File: src/verilog/sfp_pkg.sv
package sfp_pkg;

	// Special function register offsets on the core's register port.
	localparam logic [7:0] SFP_ADDR_DPL  = 8'h82;
	localparam logic [7:0] SFP_ADDR_DPH  = 8'h83;
	localparam logic [7:0] SFP_ADDR_PWR_CTRL = 8'h87;
	localparam logic [7:0] SFP_ADDR_AUX1     = 8'ha2;
	localparam logic [7:0] SFP_ADDR_STATUS   = 8'hd0;

	// Field positions inside the status word.
	localparam int SFP_ST_CARRY   = 7;
	localparam int SFP_ST_AUX     = 6;
	localparam int SFP_ST_USER0   = 5;
	localparam int SFP_ST_BANK_HI = 4;
	localparam int SFP_ST_BANK_LO = 3;
	localparam int SFP_ST_OVF     = 2;
	localparam int SFP_ST_USER1   = 1;
	localparam int SFP_ST_PAR     = 0;

	// Field positions inside power control and aux function one.
	localparam int SFP_PWR_FLAG_HI = 3;
	localparam int SFP_PWR_FLAG_LO = 2;
	localparam int SFP_AUX1_SEL    = 0;

	// Reset values.
	localparam logic [7:0]  SFP_RST_STATUS = 8'h00;
	localparam logic [1:0]  SFP_RST_GF     = 2'h0;
	localparam logic        SFP_RST_SEL    = 1'b0;
	localparam logic [15:0] SFP_RST_PTR    = 16'h0000;

	// Working register bank geometry.
	localparam logic [4:0] SFP_BANK_BASE = 5'h00;

	// Flag-affecting operations presented by the core each cycle.
	typedef enum logic [3:0] {
		SFP_OP_NONE,
		SFP_OP_ADD,
		SFP_OP_ADDC,
		SFP_OP_SUBB,
		SFP_OP_MUL,
		SFP_OP_DIV,
		SFP_OP_DA,
		SFP_OP_SETC,
		SFP_OP_CLRC,
		SFP_OP_CARRY
	} sfp_op_e;

endpackage : sfp_pkg

File: src/verilog/sfp_arith_flags.sv
// Combinational flag evaluation for the arithmetic operations.
module sfp_arith_flags
	import sfp_pkg::*;
(
	input  wire sfp_op_e    op_i,
	input  wire logic [7:0] acc_i,
	input  wire logic [7:0] opnd_i,
	input  wire logic       carry_i,
	input  wire logic [7:0] divisor_i,
	output logic            upd_carry_o,
	output logic            upd_aux_o,
	output logic            upd_ovf_o,
	output logic            carry_o,
	output logic            aux_o,
	output logic            ovf_o
);

	logic [8:0]  sum7;
	logic [7:0]  sum6;
	logic [4:0]  sum3;
	logic [8:0]  dif7;
	logic [7:0]  dif6;
	logic [4:0]  dif3;
	logic [15:0] prod;
	logic        cin;

	// Carries and borrows at bits 3, 6 and 7 come from narrow partial sums.
	always_comb begin
		cin  = (op_i == SFP_OP_ADD) ? 1'b0 : carry_i;
		sum7 = {1'b0, acc_i} + {1'b0, opnd_i} + {8'h00, cin};
		sum6 = {1'b0, acc_i[6:0]} + {1'b0, opnd_i[6:0]} + {7'h00, cin};
		sum3 = {1'b0, acc_i[3:0]} + {1'b0, opnd_i[3:0]} + {4'h0, cin};
		dif7 = {1'b0, acc_i} - {1'b0, opnd_i} - {8'h00, carry_i};
		dif6 = {1'b0, acc_i[6:0]} - {1'b0, opnd_i[6:0]} - {7'h00, carry_i};
		dif3 = {1'b0, acc_i[3:0]} - {1'b0, opnd_i[3:0]} - {4'h0, carry_i};
		prod = {8'h00, acc_i} * {8'h00, opnd_i};
	end

	// Flag results per operation; anything else leaves the flags alone.
	always_comb begin
		upd_carry_o = 1'b0;
		upd_aux_o   = 1'b0;
		upd_ovf_o   = 1'b0;
		carry_o     = carry_i;
		aux_o       = 1'b0;
		ovf_o       = 1'b0;
		unique case (op_i)
			SFP_OP_ADD, SFP_OP_ADDC: begin
				upd_carry_o = 1'b1;
				upd_aux_o   = 1'b1;
				upd_ovf_o   = 1'b1;
				carry_o     = sum7[8];
				aux_o       = sum3[4];
				ovf_o       = sum7[8] ^ sum6[7];
			end
			SFP_OP_SUBB: begin
				upd_carry_o = 1'b1;
				upd_aux_o   = 1'b1;
				upd_ovf_o   = 1'b1;
				carry_o     = dif7[8];
				aux_o       = dif3[4];
				ovf_o       = dif7[8] ^ dif6[7];
			end
			SFP_OP_MUL: begin
				upd_carry_o = 1'b1;
				upd_ovf_o   = 1'b1;
				carry_o     = 1'b0;
				ovf_o       = (prod[15:8] != 8'h00);
			end
			SFP_OP_DIV: begin
				upd_carry_o = 1'b1;
				upd_ovf_o   = 1'b1;
				carry_o     = 1'b0;
				ovf_o       = (divisor_i == 8'h00);
			end
			SFP_OP_SETC: begin
				upd_carry_o = 1'b1;
				carry_o     = 1'b1;
			end
			SFP_OP_CLRC: begin
				upd_carry_o = 1'b1;
				carry_o     = 1'b0;
			end
			default: begin
			end
		endcase
	end

endmodule : sfp_arith_flags

File: src/verilog/sfp_data_pointer_bank.sv
// Two data pointers; only the selected one is seen or written.
module sfp_pointer_bank
	import sfp_pkg::*;
(
	input  wire logic        mclk_i,
	input  wire logic        reset_n_i,
	input  wire logic        sel_i,
	input  wire logic        wr_lo_i,
	input  wire logic        wr_hi_i,
	input  wire logic [7:0]  wdata_i,
	input  wire logic        ld_i,
	input  wire logic [15:0] ld_val_i,
	output logic [15:0]      ptr_o
);

	logic [15:0] ptr_q [2];
	logic [15:0] ptr_d [2];

	// Writes steer only the selected pointer, the other holds.
	always_comb begin
		ptr_d = ptr_q;
		if (ld_i) begin
			ptr_d[sel_i] = ld_val_i;
		end
		if (wr_lo_i) begin
			ptr_d[sel_i][7:0] = wdata_i;
		end
		if (wr_hi_i) begin
			ptr_d[sel_i][15:8] = wdata_i;
		end
	end

	always_ff @(posedge mclk_i) begin
		if (!reset_n_i) begin
			ptr_q[0] <= SFP_RST_PTR;
			ptr_q[1] <= SFP_RST_PTR;
		end else begin
			ptr_q <= ptr_d;
		end
	end

	assign ptr_o = ptr_q[sel_i];

endmodule : sfp_pointer_bank

File: src/verilog/sfp_status_flags.sv
// Chosen here: the strobed register port.
module sfp_status_flags
	import sfp_pkg::*;
(
	input  wire logic        mclk_i,
	input  wire logic        reset_n_i,
	input  wire logic [7:0]  addr_i,
	input  wire logic [7:0]  wdata_i,
	input  wire logic        wr_i,
	input  wire logic        rd_i,
	input  wire sfp_op_e     op_i,
	input  wire logic [7:0]  acc_i,
	input  wire logic [7:0]  opnd_i,
	input  wire logic [7:0]  divisor_i,
	input  wire logic        carry_val_i,
	input  wire logic        ptr_load_i,
	input  wire logic [15:0] ptr_load_val_i,
	output logic [7:0]       rdata_o,
	output logic [4:0]       bank_base_o,
	output logic             carry_flag_o,
	output logic [15:0]      data_pointer_o,
	output logic             pointer_select_o
);

	// Stored status bits; parity is not stored, it follows the accumulator.
	logic        carry_flag_q;
	logic        carry_flag_d;
	logic        aux_carry_flag_q;
	logic        aux_carry_flag_d;
	logic        user_flag_zero_q;
	logic        user_flag_zero_d;
	logic [1:0]  bank_select_q;
	logic [1:0]  bank_select_d;
	logic        overflow_flag_q;
	logic        overflow_flag_d;
	logic        user_flag_one_q;
	logic        user_flag_one_d;

	// Power control flags, the pointer select bit and read data.
	logic        general_flag_one_q;
	logic        general_flag_one_d;
	logic        general_flag_zero_q;
	logic        general_flag_zero_d;
	logic        pointer_select_q;
	logic        pointer_select_d;
	logic [7:0]  rdata_q;
	logic [7:0]  rdata_d;

	// Results from the arithmetic flag evaluator.
	logic        upd_carry;
	logic        upd_aux;
	logic        upd_ovf;
	logic        alu_carry;
	logic        alu_aux;
	logic        alu_ovf;

	// Register decode, live views and the selected pointer.
	logic        parity;
	logic        carry_load;
	logic        wr_status;
	logic        wr_pwr;
	logic        wr_aux1;
	logic        wr_ptr_lo;
	logic        wr_ptr_hi;
	logic [7:0]  status_view;
	logic [7:0]  pwr_view;
	logic [7:0]  aux1_view;
	logic [15:0] ptr_sel_val;

	// Odd number of ones gives 1; a function since it reads a whole byte.
	function automatic logic odd_parity(input logic [7:0] v);
		odd_parity = ^v;
	endfunction : odd_parity

	// Bank base address is the bank number times eight.
	function automatic logic [4:0] bank_base(input logic [1:0] bank);
		bank_base = SFP_BANK_BASE | {bank, 3'b000};
	endfunction : bank_base

	// A strobe and an offset make a register hit; every write decode uses it.
	function automatic logic reg_hit(
		input logic       strobe,
		input logic [7:0] addr,
		input logic [7:0] offset
	);
		reg_hit = strobe && (addr == offset);
	endfunction : reg_hit

	// Flag arithmetic is kept apart so it can be checked on its own.
	sfp_arith_flags u_arith (
		.op_i        (op_i),
		.acc_i       (acc_i),
		.opnd_i      (opnd_i),
		.carry_i     (carry_flag_q),
		.divisor_i   (divisor_i),
		.upd_carry_o (upd_carry),
		.upd_aux_o   (upd_aux),
		.upd_ovf_o   (upd_ovf),
		.carry_o     (alu_carry),
		.aux_o       (alu_aux),
		.ovf_o       (alu_ovf)
	);

	// Both pointers live here; only the selected one is ever touched.
	sfp_pointer_bank u_ptr (
		.mclk_i    (mclk_i),
		.reset_n_i (reset_n_i),
		.sel_i     (pointer_select_q),
		.wr_lo_i   (wr_ptr_lo),
		.wr_hi_i   (wr_ptr_hi),
		.wdata_i   (wdata_i),
		.ld_i      (ptr_load_i),
		.ld_val_i  (ptr_load_val_i),
		.ptr_o     (ptr_sel_val)
	);

	// Register write decode.
	assign wr_status = reg_hit(wr_i, addr_i, SFP_ADDR_STATUS);
	assign wr_pwr    = reg_hit(wr_i, addr_i, SFP_ADDR_PWR_CTRL);
	assign wr_aux1   = reg_hit(wr_i, addr_i, SFP_ADDR_AUX1);
	assign wr_ptr_lo = reg_hit(wr_i, addr_i, SFP_ADDR_DPL);
	assign wr_ptr_hi = reg_hit(wr_i, addr_i, SFP_ADDR_DPH);

	// Parity is combinational so a read never shows a stale accumulator.
	assign parity = odd_parity(acc_i);

	// Bit operations, rotates, compares and decimal adjust compute their
	// carry in the core; this block only stores it.
	assign carry_load = (op_i == SFP_OP_CARRY) || (op_i == SFP_OP_DA);

	// Status word as software sees it.
	always_comb begin
		status_view                                = 8'h00;
		status_view[SFP_ST_CARRY]                  = carry_flag_q;
		status_view[SFP_ST_AUX]                    = aux_carry_flag_q;
		status_view[SFP_ST_USER0]                  = user_flag_zero_q;
		status_view[SFP_ST_BANK_HI:SFP_ST_BANK_LO] = bank_select_q;
		status_view[SFP_ST_OVF]                    = overflow_flag_q;
		status_view[SFP_ST_USER1]                  = user_flag_one_q;
		status_view[SFP_ST_PAR]                    = parity;
	end

	// Power control as seen here; its other bits belong to other blocks.
	always_comb begin
		pwr_view                  = 8'h00;
		pwr_view[SFP_PWR_FLAG_HI] = general_flag_one_q;
		pwr_view[SFP_PWR_FLAG_LO] = general_flag_zero_q;
	end

	// Select register view; bit 1 and the upper bits always read zero.
	always_comb begin
		aux1_view               = 8'h00;
		aux1_view[SFP_AUX1_SEL] = pointer_select_q;
	end

	// Status word next state. A core flag update in the same cycle as a
	// software write wins, because the instruction's result is newer.
	always_comb begin
		carry_flag_d     = carry_flag_q;
		aux_carry_flag_d = aux_carry_flag_q;
		user_flag_zero_d = user_flag_zero_q;
		bank_select_d    = bank_select_q;
		overflow_flag_d  = overflow_flag_q;
		user_flag_one_d  = user_flag_one_q;
		if (wr_status) begin
			carry_flag_d     = wdata_i[SFP_ST_CARRY];
			aux_carry_flag_d = wdata_i[SFP_ST_AUX];
			user_flag_zero_d = wdata_i[SFP_ST_USER0];
			bank_select_d    = wdata_i[SFP_ST_BANK_HI:SFP_ST_BANK_LO];
			overflow_flag_d  = wdata_i[SFP_ST_OVF];
			user_flag_one_d  = wdata_i[SFP_ST_USER1];
		end
		if (carry_load) begin
			carry_flag_d = carry_val_i;
		end
		if (upd_carry) begin
			carry_flag_d = alu_carry;
		end
		if (upd_aux) begin
			aux_carry_flag_d = alu_aux;
		end
		if (upd_ovf) begin
			overflow_flag_d = alu_ovf;
		end
	end

	// Status word registers.
	always_ff @(posedge mclk_i) begin
		if (!reset_n_i) begin
			carry_flag_q     <= SFP_RST_STATUS[SFP_ST_CARRY];
			aux_carry_flag_q <= SFP_RST_STATUS[SFP_ST_AUX];
			user_flag_zero_q <= SFP_RST_STATUS[SFP_ST_USER0];
			bank_select_q    <= SFP_RST_STATUS[SFP_ST_BANK_HI:SFP_ST_BANK_LO];
			overflow_flag_q  <= SFP_RST_STATUS[SFP_ST_OVF];
			user_flag_one_q  <= SFP_RST_STATUS[SFP_ST_USER1];
		end else begin
			carry_flag_q     <= carry_flag_d;
			aux_carry_flag_q <= aux_carry_flag_d;
			user_flag_zero_q <= user_flag_zero_d;
			bank_select_q    <= bank_select_d;
			overflow_flag_q  <= overflow_flag_d;
			user_flag_one_q  <= user_flag_one_d;
		end
	end

	// General flags only change by a software write.
	always_comb begin
		general_flag_one_d  = general_flag_one_q;
		general_flag_zero_d = general_flag_zero_q;
		if (wr_pwr) begin
			general_flag_one_d  = wdata_i[SFP_PWR_FLAG_HI];
			general_flag_zero_d = wdata_i[SFP_PWR_FLAG_LO];
		end
	end

	// General flag registers.
	always_ff @(posedge mclk_i) begin
		if (!reset_n_i) begin
			general_flag_one_q  <= SFP_RST_GF[1];
			general_flag_zero_q <= SFP_RST_GF[0];
		end else begin
			general_flag_one_q  <= general_flag_one_d;
			general_flag_zero_q <= general_flag_zero_d;
		end
	end

	// Only bit 0 of the select register is stored; the rest is dropped.
	always_comb begin
		pointer_select_d = pointer_select_q;
		if (wr_aux1) begin
			pointer_select_d = wdata_i[SFP_AUX1_SEL];
		end
	end

	// Select register.
	always_ff @(posedge mclk_i) begin
		if (!reset_n_i) begin
			pointer_select_q <= SFP_RST_SEL;
		end else begin
			pointer_select_q <= pointer_select_d;
		end
	end

	// Read data stands in the cycle after the read strobe only, so a
	// master that misses that cycle sees zero rather than old data.
	always_comb begin
		rdata_d = 8'h00;
		if (rd_i) begin
			unique case (addr_i)
				SFP_ADDR_STATUS:   rdata_d = status_view;
				SFP_ADDR_PWR_CTRL: rdata_d = pwr_view;
				SFP_ADDR_AUX1:     rdata_d = aux1_view;
				SFP_ADDR_DPL:      rdata_d = ptr_sel_val[7:0];
				SFP_ADDR_DPH:      rdata_d = ptr_sel_val[15:8];
				default:           rdata_d = 8'h00;
			endcase
		end
	end

	// Read data register.
	always_ff @(posedge mclk_i) begin
		if (!reset_n_i) begin
			rdata_q <= 8'h00;
		end else begin
			rdata_q <= rdata_d;
		end
	end

	// Outputs to the rest of the core.
	assign rdata_o          = rdata_q;
	assign bank_base_o      = bank_base(bank_select_q);
	assign carry_flag_o     = carry_flag_q;
	assign data_pointer_o   = ptr_sel_val;
	assign pointer_select_o = pointer_select_q;

endmodule : sfp_status_flags

File: config.mk
export PLATFORM = sky130hd
export DESIGN_NAME = sfp_status_flags
export DESIGN_NICKNAME = d
export VERILOG_FILES = /design/src/verilog/sfp_pkg.sv /design/src/verilog/sfp_arith_flags.sv /design/src/verilog/sfp_data_pointer_bank.sv /design/src/verilog/sfp_status_flags.sv
export SDC_FILE = /design/constraint.sdc
export NUM_CORES = 1
export LEC_CHECK = 0
export BUFFER_PORTS_ARGS = -buffer_cell sky130_fd_sc_hd__buf_2
export CAP_MARGIN = 20
export CELL_PAD_IN_SITES_DETAIL_PLACEMENT = 0
export CELL_PAD_IN_SITES_GLOBAL_PLACEMENT = 1
export CORE_ASPECT_RATIO = 1.75
export CORE_MARGIN = 2
export CORE_UTILIZATION = 46
export DETAILED_ROUTE_END_ITERATION = 8
export PLACE_DENSITY = 0.95
export SLEW_MARGIN = 20
export SYNTH_ARGS = -nofsm -noshare
export SYNTH_HDL_FRONTEND = slang
export SYNTH_HIERARCHICAL = 1
export SYNTH_SLANG_ARGS = --single-unit
export TNS_END_PERCENT = 10
File: constraint.sdc
create_clock -name mclk_i -period 17.6 [get_ports mclk_i]
set_clock_uncertainty 0.2 [all_clocks]
set_input_delay 4.4 -clock mclk_i [delete_from_list [all_inputs] [get_ports mclk_i]]
set_output_delay 4.4 -clock mclk_i [all_outputs]
set_load 0.01 [all_outputs]
======== After elaboration in Yosys (flattened, before gate mapping) ========
Cells that the tools add are included.
cells by class
  add/sub/neg operators ................... 12
  $lt $le $gt $ge ......................... 2
  bitwise logic cells ..................... 3
  reduce and logical (&&, ||, !) cells .... 20
  multiplexer cells ....................... 30
  equal/unequal tests ..................... 15
  $mul .................................... 1
operator list
  cell                                                 number
  bitwise mux 32 bit                                   3
  two-way mux 32 bit                                   3
  two-way mux 16 bit                                   5
  demux 16 bit (select 1 bit)                          3
  equality test 8 bit, second input constant           5
  one-hot mux 8 bit (5 select lines)                   1
  equality test 4 x 3 -> 1 bit, second input constant  4
  multiplier 8 x 8 -> 16 bit                           1
  two-way mux 1 bit                                    11
  adder 8 x 8 -> 9 bit                                 1
  adder 9 x 1 -> 9 bit                                 1
  subtractor 8 x 8 -> 9 bit                            1
  subtractor 9 x 1 -> 9 bit                            1
  adder 7 x 7 -> 8 bit                                 1
  adder 8 x 1 -> 8 bit                                 1
  equality test 4 x 2 -> 1 bit, second input constant  2
  equality test 4 bit, second input constant           2
  zero test 8 bit                                      1
  two-way mux 8 bit                                    1
  one-hot mux 1 bit (4 select lines)                   2
  nonzero test 8 bit                                   1
  XOR reduction 8 bit                                  1
  subtractor 7 x 7 -> 8 bit                            1
  subtractor 8 x 1 -> 8 bit                            1
  other kinds (20)                                     29
storage, ports and cells
  output and inout bits ................... 31
  logic and storage cells ................. 95
  bits of input ports ..................... 66
  bits in registers ....................... 50

======== Logic depth before layout (Yosys ltp) ========
  word-level depth ........................ 11
  gate-level depth with buffers ........... 19
  gate-level depth less buffers ........... 19

======== Hierarchy ========
Netlist, hierarchy kept.
by module, submodules not included
  module            area each (µm²)  cells each  seq. area each (µm²)  times used
  sfp_arith_flags   2711.4           333         0.0                   1
  sfp_pointer_bank  1616.6           181         640.6                 1
  sfp_status_flags  1199.9           145         360.3                 1

======== Worst setup path after synthesis ========
No wires, ideal clock.
  path type ............................... input port to flip-flop
  from .................................... input acc_i[4]
  to ...................................... register overflow_flag_q
  arrival time ............................ 8398 ps
  data required time ...................... 17281 ps
  slack ................................... 8882 ps
  stages .................................. 16
  buffers on the path ..................... 0
  setup time .............................. 119 ps
  path through ............................ ha_1 > fa_1 > inv_1 > fa_1 > fa_1 > fa_1 > inv_1 > ha_1 > a21boi_0 > a2111o_1 > a21oi_1 > a211oi_2 > o311ai_2 > o2111ai_1 > o21ai_0 > a21oi_1
between the ends
  cells in the longest elaborated chain, start to end .. 5
  elaborated cells on any way between the ends .. 14
  those cells by class .................... 8 x add/sub; 1 x mul; 2 x mux; 2 x bitwise; 1 x reduce/logical
RTL lines
  what                                                                                line                     RTL
  start, declared                                                                     sfp_status_flags.sv:12   input wire logic [7:0] acc_i,
  parallel branches: the longest is 3 deep, another holds multiplier 8 x 8 -> 16 bit  n/a
  one-hot mux 1 bit (4 select lines) *                                                sfp_arith_flags.sv:47    unique case (op_i)
  net alu_ovf                                                                         sfp_status_flags.sv:55   logic alu_ovf;
  two-way mux 1 bit *                                                                 sfp_status_flags.sv:182  if (upd_ovf) begin
  end signal, assigned                                                                sfp_status_flags.sv:194  overflow_flag_q <= SFP_RST_STATUS[SFP_ST_OVF];
  end signal, assigned                                                                sfp_status_flags.sv:201  overflow_flag_q <= overflow_flag_d;
  end, declared                                                                       sfp_status_flags.sv:34   logic overflow_flag_q;
Mark *: on every way through the listed nets, which the timed path passes.
A chain may end at the register's enable or synchronous reset.

======== Worst setup path after layout ========
  from .................................... input opnd_i[4]
  to ...................................... register overflow_flag_q
between the ends
  cells in the longest elaborated chain, start to end .. 5
  elaborated cells on any way between the ends .. 14
  those cells by class .................... 8 x add/sub; 1 x mul; 2 x mux; 2 x bitwise; 1 x reduce/logical
RTL lines
  what                                                                                line                     RTL
  start, declared                                                                     sfp_status_flags.sv:13   input wire logic [7:0] opnd_i,
  parallel branches: the longest is 3 deep, another holds multiplier 8 x 8 -> 16 bit  n/a
  one-hot mux 1 bit (4 select lines) *                                                sfp_arith_flags.sv:47
  net alu_ovf                                                                         sfp_status_flags.sv:55
  two-way mux 1 bit *                                                                 sfp_status_flags.sv:182
Marked as above.

==> metrics.txt <==
# TYPE chip_impl_metric gauge
chip_impl_metric{name="slew_limit_fails",unit=""} 0
chip_impl_metric{name="worst_setup_hold_path_clk_slew",unit="ns"} 0.07
chip_impl_metric{name="drt.antenna.violating_nets",unit=""} 0
chip_impl_info{name="timing.setup.critical_path_class",value="primary input to flip-flop"} 1
chip_impl_metric{name="setup_tns",unit="ns"} 0
chip_impl_metric{name="floorplan.initialDensity",unit="%"} 46.6
chip_impl_metric{name="max-clock-path-buffers",unit=""} 2
chip_impl_metric{name="design.final.nets",unit=""} 888
chip_impl_info{name="crit-reg2reg-launch",value="carry_flag_o$_SDFFE_PN0P_"} 1
chip_impl_metric{name="ios",unit=""} 97
chip_impl_metric{name="netlist_area",unit="sq um"} 5530
chip_impl_metric{name="synth-seq-area-share",unit="%"} 18.1
chip_impl_metric{name="post_synth_inst_count",unit=""} 659
chip_impl_metric{name="die_ar",unit="sq um"} 12900
chip_impl_metric{name="core_area",unit="sq um"} 11900
chip_impl_metric{name="grtUsageTotal",unit="%"} 24.3
chip_impl_metric{name="die_width",unit="um"} 86.9
chip_impl_metric{name="initialDrtViolationCount",unit=""} 139
chip_impl_info{name="min-delay-path-class",value="flip-flop to flip-flop"} 1
chip_impl_metric{name="synth_cell_type_count",unit=""} 69
chip_impl_info{name="cts_tree",value="built"} 1
chip_impl_metric{name="arrival",unit="ns"} 8.89
chip_impl_metric{name="globalRoute.totalOverflow",unit=""} 0
chip_impl_metric{name="final_report_setup_violation_count",unit=""} 0
chip_impl_info{name="startpoint",value="opnd_i[4]"} 1
chip_impl_info{name="ys_dominant_reg_cell",value="sky130_fd_sc_hd__dfxtp_1"} 1
chip_impl_metric{name="number_of_enable_flip_flop_cells_after_synthesis",unit=""} 0
chip_impl_metric{name="grt_max_degree",unit=""} 47
chip_impl_metric{name="register_area",unit="sq um"} 1000
chip_impl_info{name="layout_common_cells",value="93 x sky130_fd_sc_hd__buf_2, 72 x sky130_fd_sc_hd__nand2_1, 70 x sky130_fd_sc_hd__inv_1, 53 x sky130_fd_sc_hd__ha_1, 50 x sky130_fd_sc_hd__dfxtp_1"} 1
chip_impl_metric{name="min_period_over_period",unit="%"} 50.6
chip_impl_metric{name="crit_fanout",unit=""} 9
chip_impl_metric{name="die_y",unit="um"} 149
chip_impl_metric{name="power_leakage",unit="nW"} 2.88
chip_impl_metric{name="cts_buffers",unit=""} 5
chip_impl_metric{name="final_cells",unit=""} 871
chip_impl_metric{name="total_inserted_antenna_cells",unit=""} 0
chip_impl_metric{name="num-fill-cells",unit=""} 1139
chip_impl_metric{name="vias",unit=""} 5108
chip_impl_metric{name="holdBufCountCts",unit=""} 0
chip_impl_metric{name="detailed_place_hpwl",unit="um"} 12700
chip_impl_info{name="worstSetupEndpoint",value="overflow_flag_q$_SDFFE_PN0P_"} 1
chip_impl_metric{name="grt_first_pass_wirelength",unit="um"} 24700
chip_impl_metric{name="postSynthAreaPerCell",unit="sq um"} 8.39
chip_impl_metric{name="cts_resized",unit=""} 0
chip_impl_metric{name="drcViolationCount",unit=""} 0
chip_impl_metric{name="worst-r2r-setup-slack",unit="ns"} 14.30
chip_impl_metric{name="drt-wirelength-per-cell",unit="um"} 18.0
chip_impl_metric{name="final_layout_size_suffix_gt1_share",unit="%"} 19.1
chip_impl_metric{name="multi_input_area",unit="sq um"} 4030
chip_impl_metric{name="number_of_synthesized_register_bits",unit=""} 50
chip_impl_metric{name="place.detailed.instances",unit=""} 863
chip_impl_metric{name="worstSkewPairLatency",unit="ns"} 0.30
chip_impl_metric{name="timing.reg2reg.worst_path_depth",unit=""} 13
chip_impl_metric{name="max_cap_violations",unit=""} 0
chip_impl_metric{name="power_density",unit="nW/um^2"} 72.7
chip_impl_metric{name="clock.fmax",unit="MHz"} 112
chip_impl_metric{name="report.final.hold_viol_count",unit=""} 0
chip_impl_metric{name="cp_data_required_time",unit="ns"} 17.59
chip_impl_metric{name="cts_htree_levels",unit=""} 2
chip_impl_metric{name="timing.max_slew.rel_slack",unit="%"} 26.6
chip_impl_metric{name="layout_min_cycle_time",unit="ns"} 8.90
chip_impl_info{name="start_kind",value="primary input"} 1
chip_impl_metric{name="first_global_vias",unit=""} 5170
chip_impl_metric{name="drt_pre_antenna_iters",unit=""} 5
chip_impl_metric{name="placementRows",unit=""} 53
chip_impl_info{name="layout_commonest_cell",value="sky130_fd_sc_hd__buf_2"} 1
chip_impl_info{name="run_status",value="complete, no violations"} 1
chip_impl_info{name="cts-root-buf",value="sky130_fd_sc_hd__clkbuf_16"} 1
chip_impl_metric{name="totalWireLength",unit="um"} 15700
chip_impl_metric{name="asyncSetResetFlopFracSynth",unit="%"} 0
chip_impl_metric{name="clock_sink_count",unit=""} 50
chip_impl_metric{name="post_cts_setup_buffer_count",unit=""} 0
chip_impl_metric{name="flow.area_growth_from_synthesis",unit="%"} 10.4
chip_impl_metric{name="routabilityCongestion",unit=""} 0.901
chip_impl_metric{name="viasPerCell",unit=""} 5.86
chip_impl_metric{name="timing_worst_slew_pin_value",unit="ns"} 1.10
chip_impl_info{name="grt_setup_unrepaired",value="no"} 1
chip_impl_info{name="worst_setup_path_end_kind",value="flip-flop"} 1
chip_impl_metric{name="ir_worst_vdd",unit="V"} 0.0000517
chip_impl_info{name="r2r-end",value="carry_flag_o$_SDFFE_PN0P_"} 1
chip_impl_metric{name="antenna_found_initial",unit=""} 1
chip_impl_metric{name="place.port_buffers",unit=""} 93
chip_impl_metric{name="ys_warn_count",unit=""} 6
-- per-layer routing --
layer | track usage [%] | vias to the layer above | routed length (um)
met5 | 0 | - | 13
met3 | 3.27 | 63 | 799
li1 | - | 2416 | -
met4 | 15.0 | 2 | 959
met2 | 45.9 | 195 | 8520
met1 | 24.2 | 2432 | 5400
-- critical path: stages --
cell and delay (ns):
sky130_fd_sc_hd__buf_2 0.15, sky130_fd_sc_hd__and2_1 0.19, sky130_fd_sc_hd__fa_1 0.53, sky130_fd_sc_hd__inv_1 0.05, sky130_fd_sc_hd__fa_1 0.48, sky130_fd_sc_hd__inv_1 0.06
sky130_fd_sc_hd__fa_1 0.51, sky130_fd_sc_hd__fa_1 0.51, sky130_fd_sc_hd__ha_1 0.27, sky130_fd_sc_hd__a211oi_2 0.18, sky130_fd_sc_hd__o211ai_2 0.19, sky130_fd_sc_hd__a221oi_1 0.34
sky130_fd_sc_hd__a41oi_1 0.07, sky130_fd_sc_hd__or3_1 0.40, sky130_fd_sc_hd__o311ai_2 0.22, sky130_fd_sc_hd__o2111ai_1 0.13, sky130_fd_sc_hd__o21ai_0 0.16, sky130_fd_sc_hd__a21oi_1 0.05
-- layout make-up --
type                       instances  area share (%)
multi-input combinational        511            66.1
sequential                        50            16.4
timing repair buffer              95            7.88
inverter                          70            4.31
tap                              137            2.81
clock buffer                       6            2.28
clock inverter                     2           0.205
-- per-stage QoR --
stage	hold WS [ns]	instance area [sq um]	worst slack, ns	util (%)	total power [mW]
global route	0.294	6100	8.38	51.4	0.479
global placement	0.244	5950	8.53	50.1	0.334
CTS	0.274	6100	8.73	51.4	0.443
finish	0.268	6100	8.70	51.4	0.444
detailed placement	0.264	5950	8.42	50.1	0.343
floorplan	0.232	5540	8.88	-	0.289
-- logic make-up (layout without fill, tap and decap cells) --
logic type | count (synthesis) | after routing | synth area share, %
other | 1 | 3 | 0.0678
adders and majority gates | 89 | 89 | 25.0
AOI/OAI and AO/OA | 145 | 145 | 16.5
and+or+nand+nor | 218 | 218 | 20.9
muxes | 45 | 45 | 8.56
buffers and inverters | 100 | 173 | 9.05
DFF | 50 | 50 | 18.1
xor gates and xnor gates | 11 | 11 | 1.74
-- Yosys cell counts (all sizes together) (3+ instances only) --
cell type  instances  area, sq um
and2              33          206
nor4bb             3         30.0
nand2             73          277
o31ai              3         22.5
a31oi             20          125
nor2              35          131
or3                3         18.8
a21boi             3         22.5
nor3               9         56.3
xnor2             10         87.6
a22oi              7         52.6
nand2b            11         76.3
a21oi             34          170
clkbuf            12         66.3
mux2              18          203
dfxtp             50         1000
nand3              5         25.0
mux2i             27          270
buf               18          171
fa                36          721
nor4               5         31.3
a211oi             5         47.5
o21ai             46          241
ha                53          663
inv               70          263
nor2b             18          113
nand4              5         31.3
o22ai             10         62.6
-- registers in the layout, indices dropped and copies added (netlist names) --
signal               cells
aux_carry_flag_q         1
general_flag_zero_q      1
rdata_o                  8
overflow_flag_q          1
general_flag_one_q       1
u_ptr/ptr_q             32
user_flag_one_q          1
pointer_select_o         1
carry_flag_o             1
bank_select_q            2
user_flag_zero_q         1
-- report_power, final --
group	total, mW	internal (mW)	switching (mW)
clock network	0.100	0.0564	0.0440
registers	0.118	0.116	0.00188
logic	0.226	0.0949	0.131
-- how the worst min path moves through the flow --
stage                                startpoint                               end  slack [ns]  depth (start not counted)
6_report        general_flag_one_q$_SDFFE_PN0P_   general_flag_one_q$_SDFFE_PN0P_        0.27                          2
5_1_grt         general_flag_one_q$_SDFFE_PN0P_   general_flag_one_q$_SDFFE_PN0P_        0.29                          2
4_1_cts         general_flag_one_q$_SDFFE_PN0P_   general_flag_one_q$_SDFFE_PN0P_        0.27                          2
3_5_place_dp    general_flag_one_q$_SDFFE_PN0P_   general_flag_one_q$_SDFFE_PN0P_        0.26                          2
3_3_place_gp   general_flag_zero_q$_SDFFE_PN0P_  general_flag_zero_q$_SDFFE_PN0P_        0.24                          2
2_1_floorplan   general_flag_one_q$_SDFFE_PN0P_   general_flag_one_q$_SDFFE_PN0P_        0.23                          2
Power figures use the tool's default switching activity.
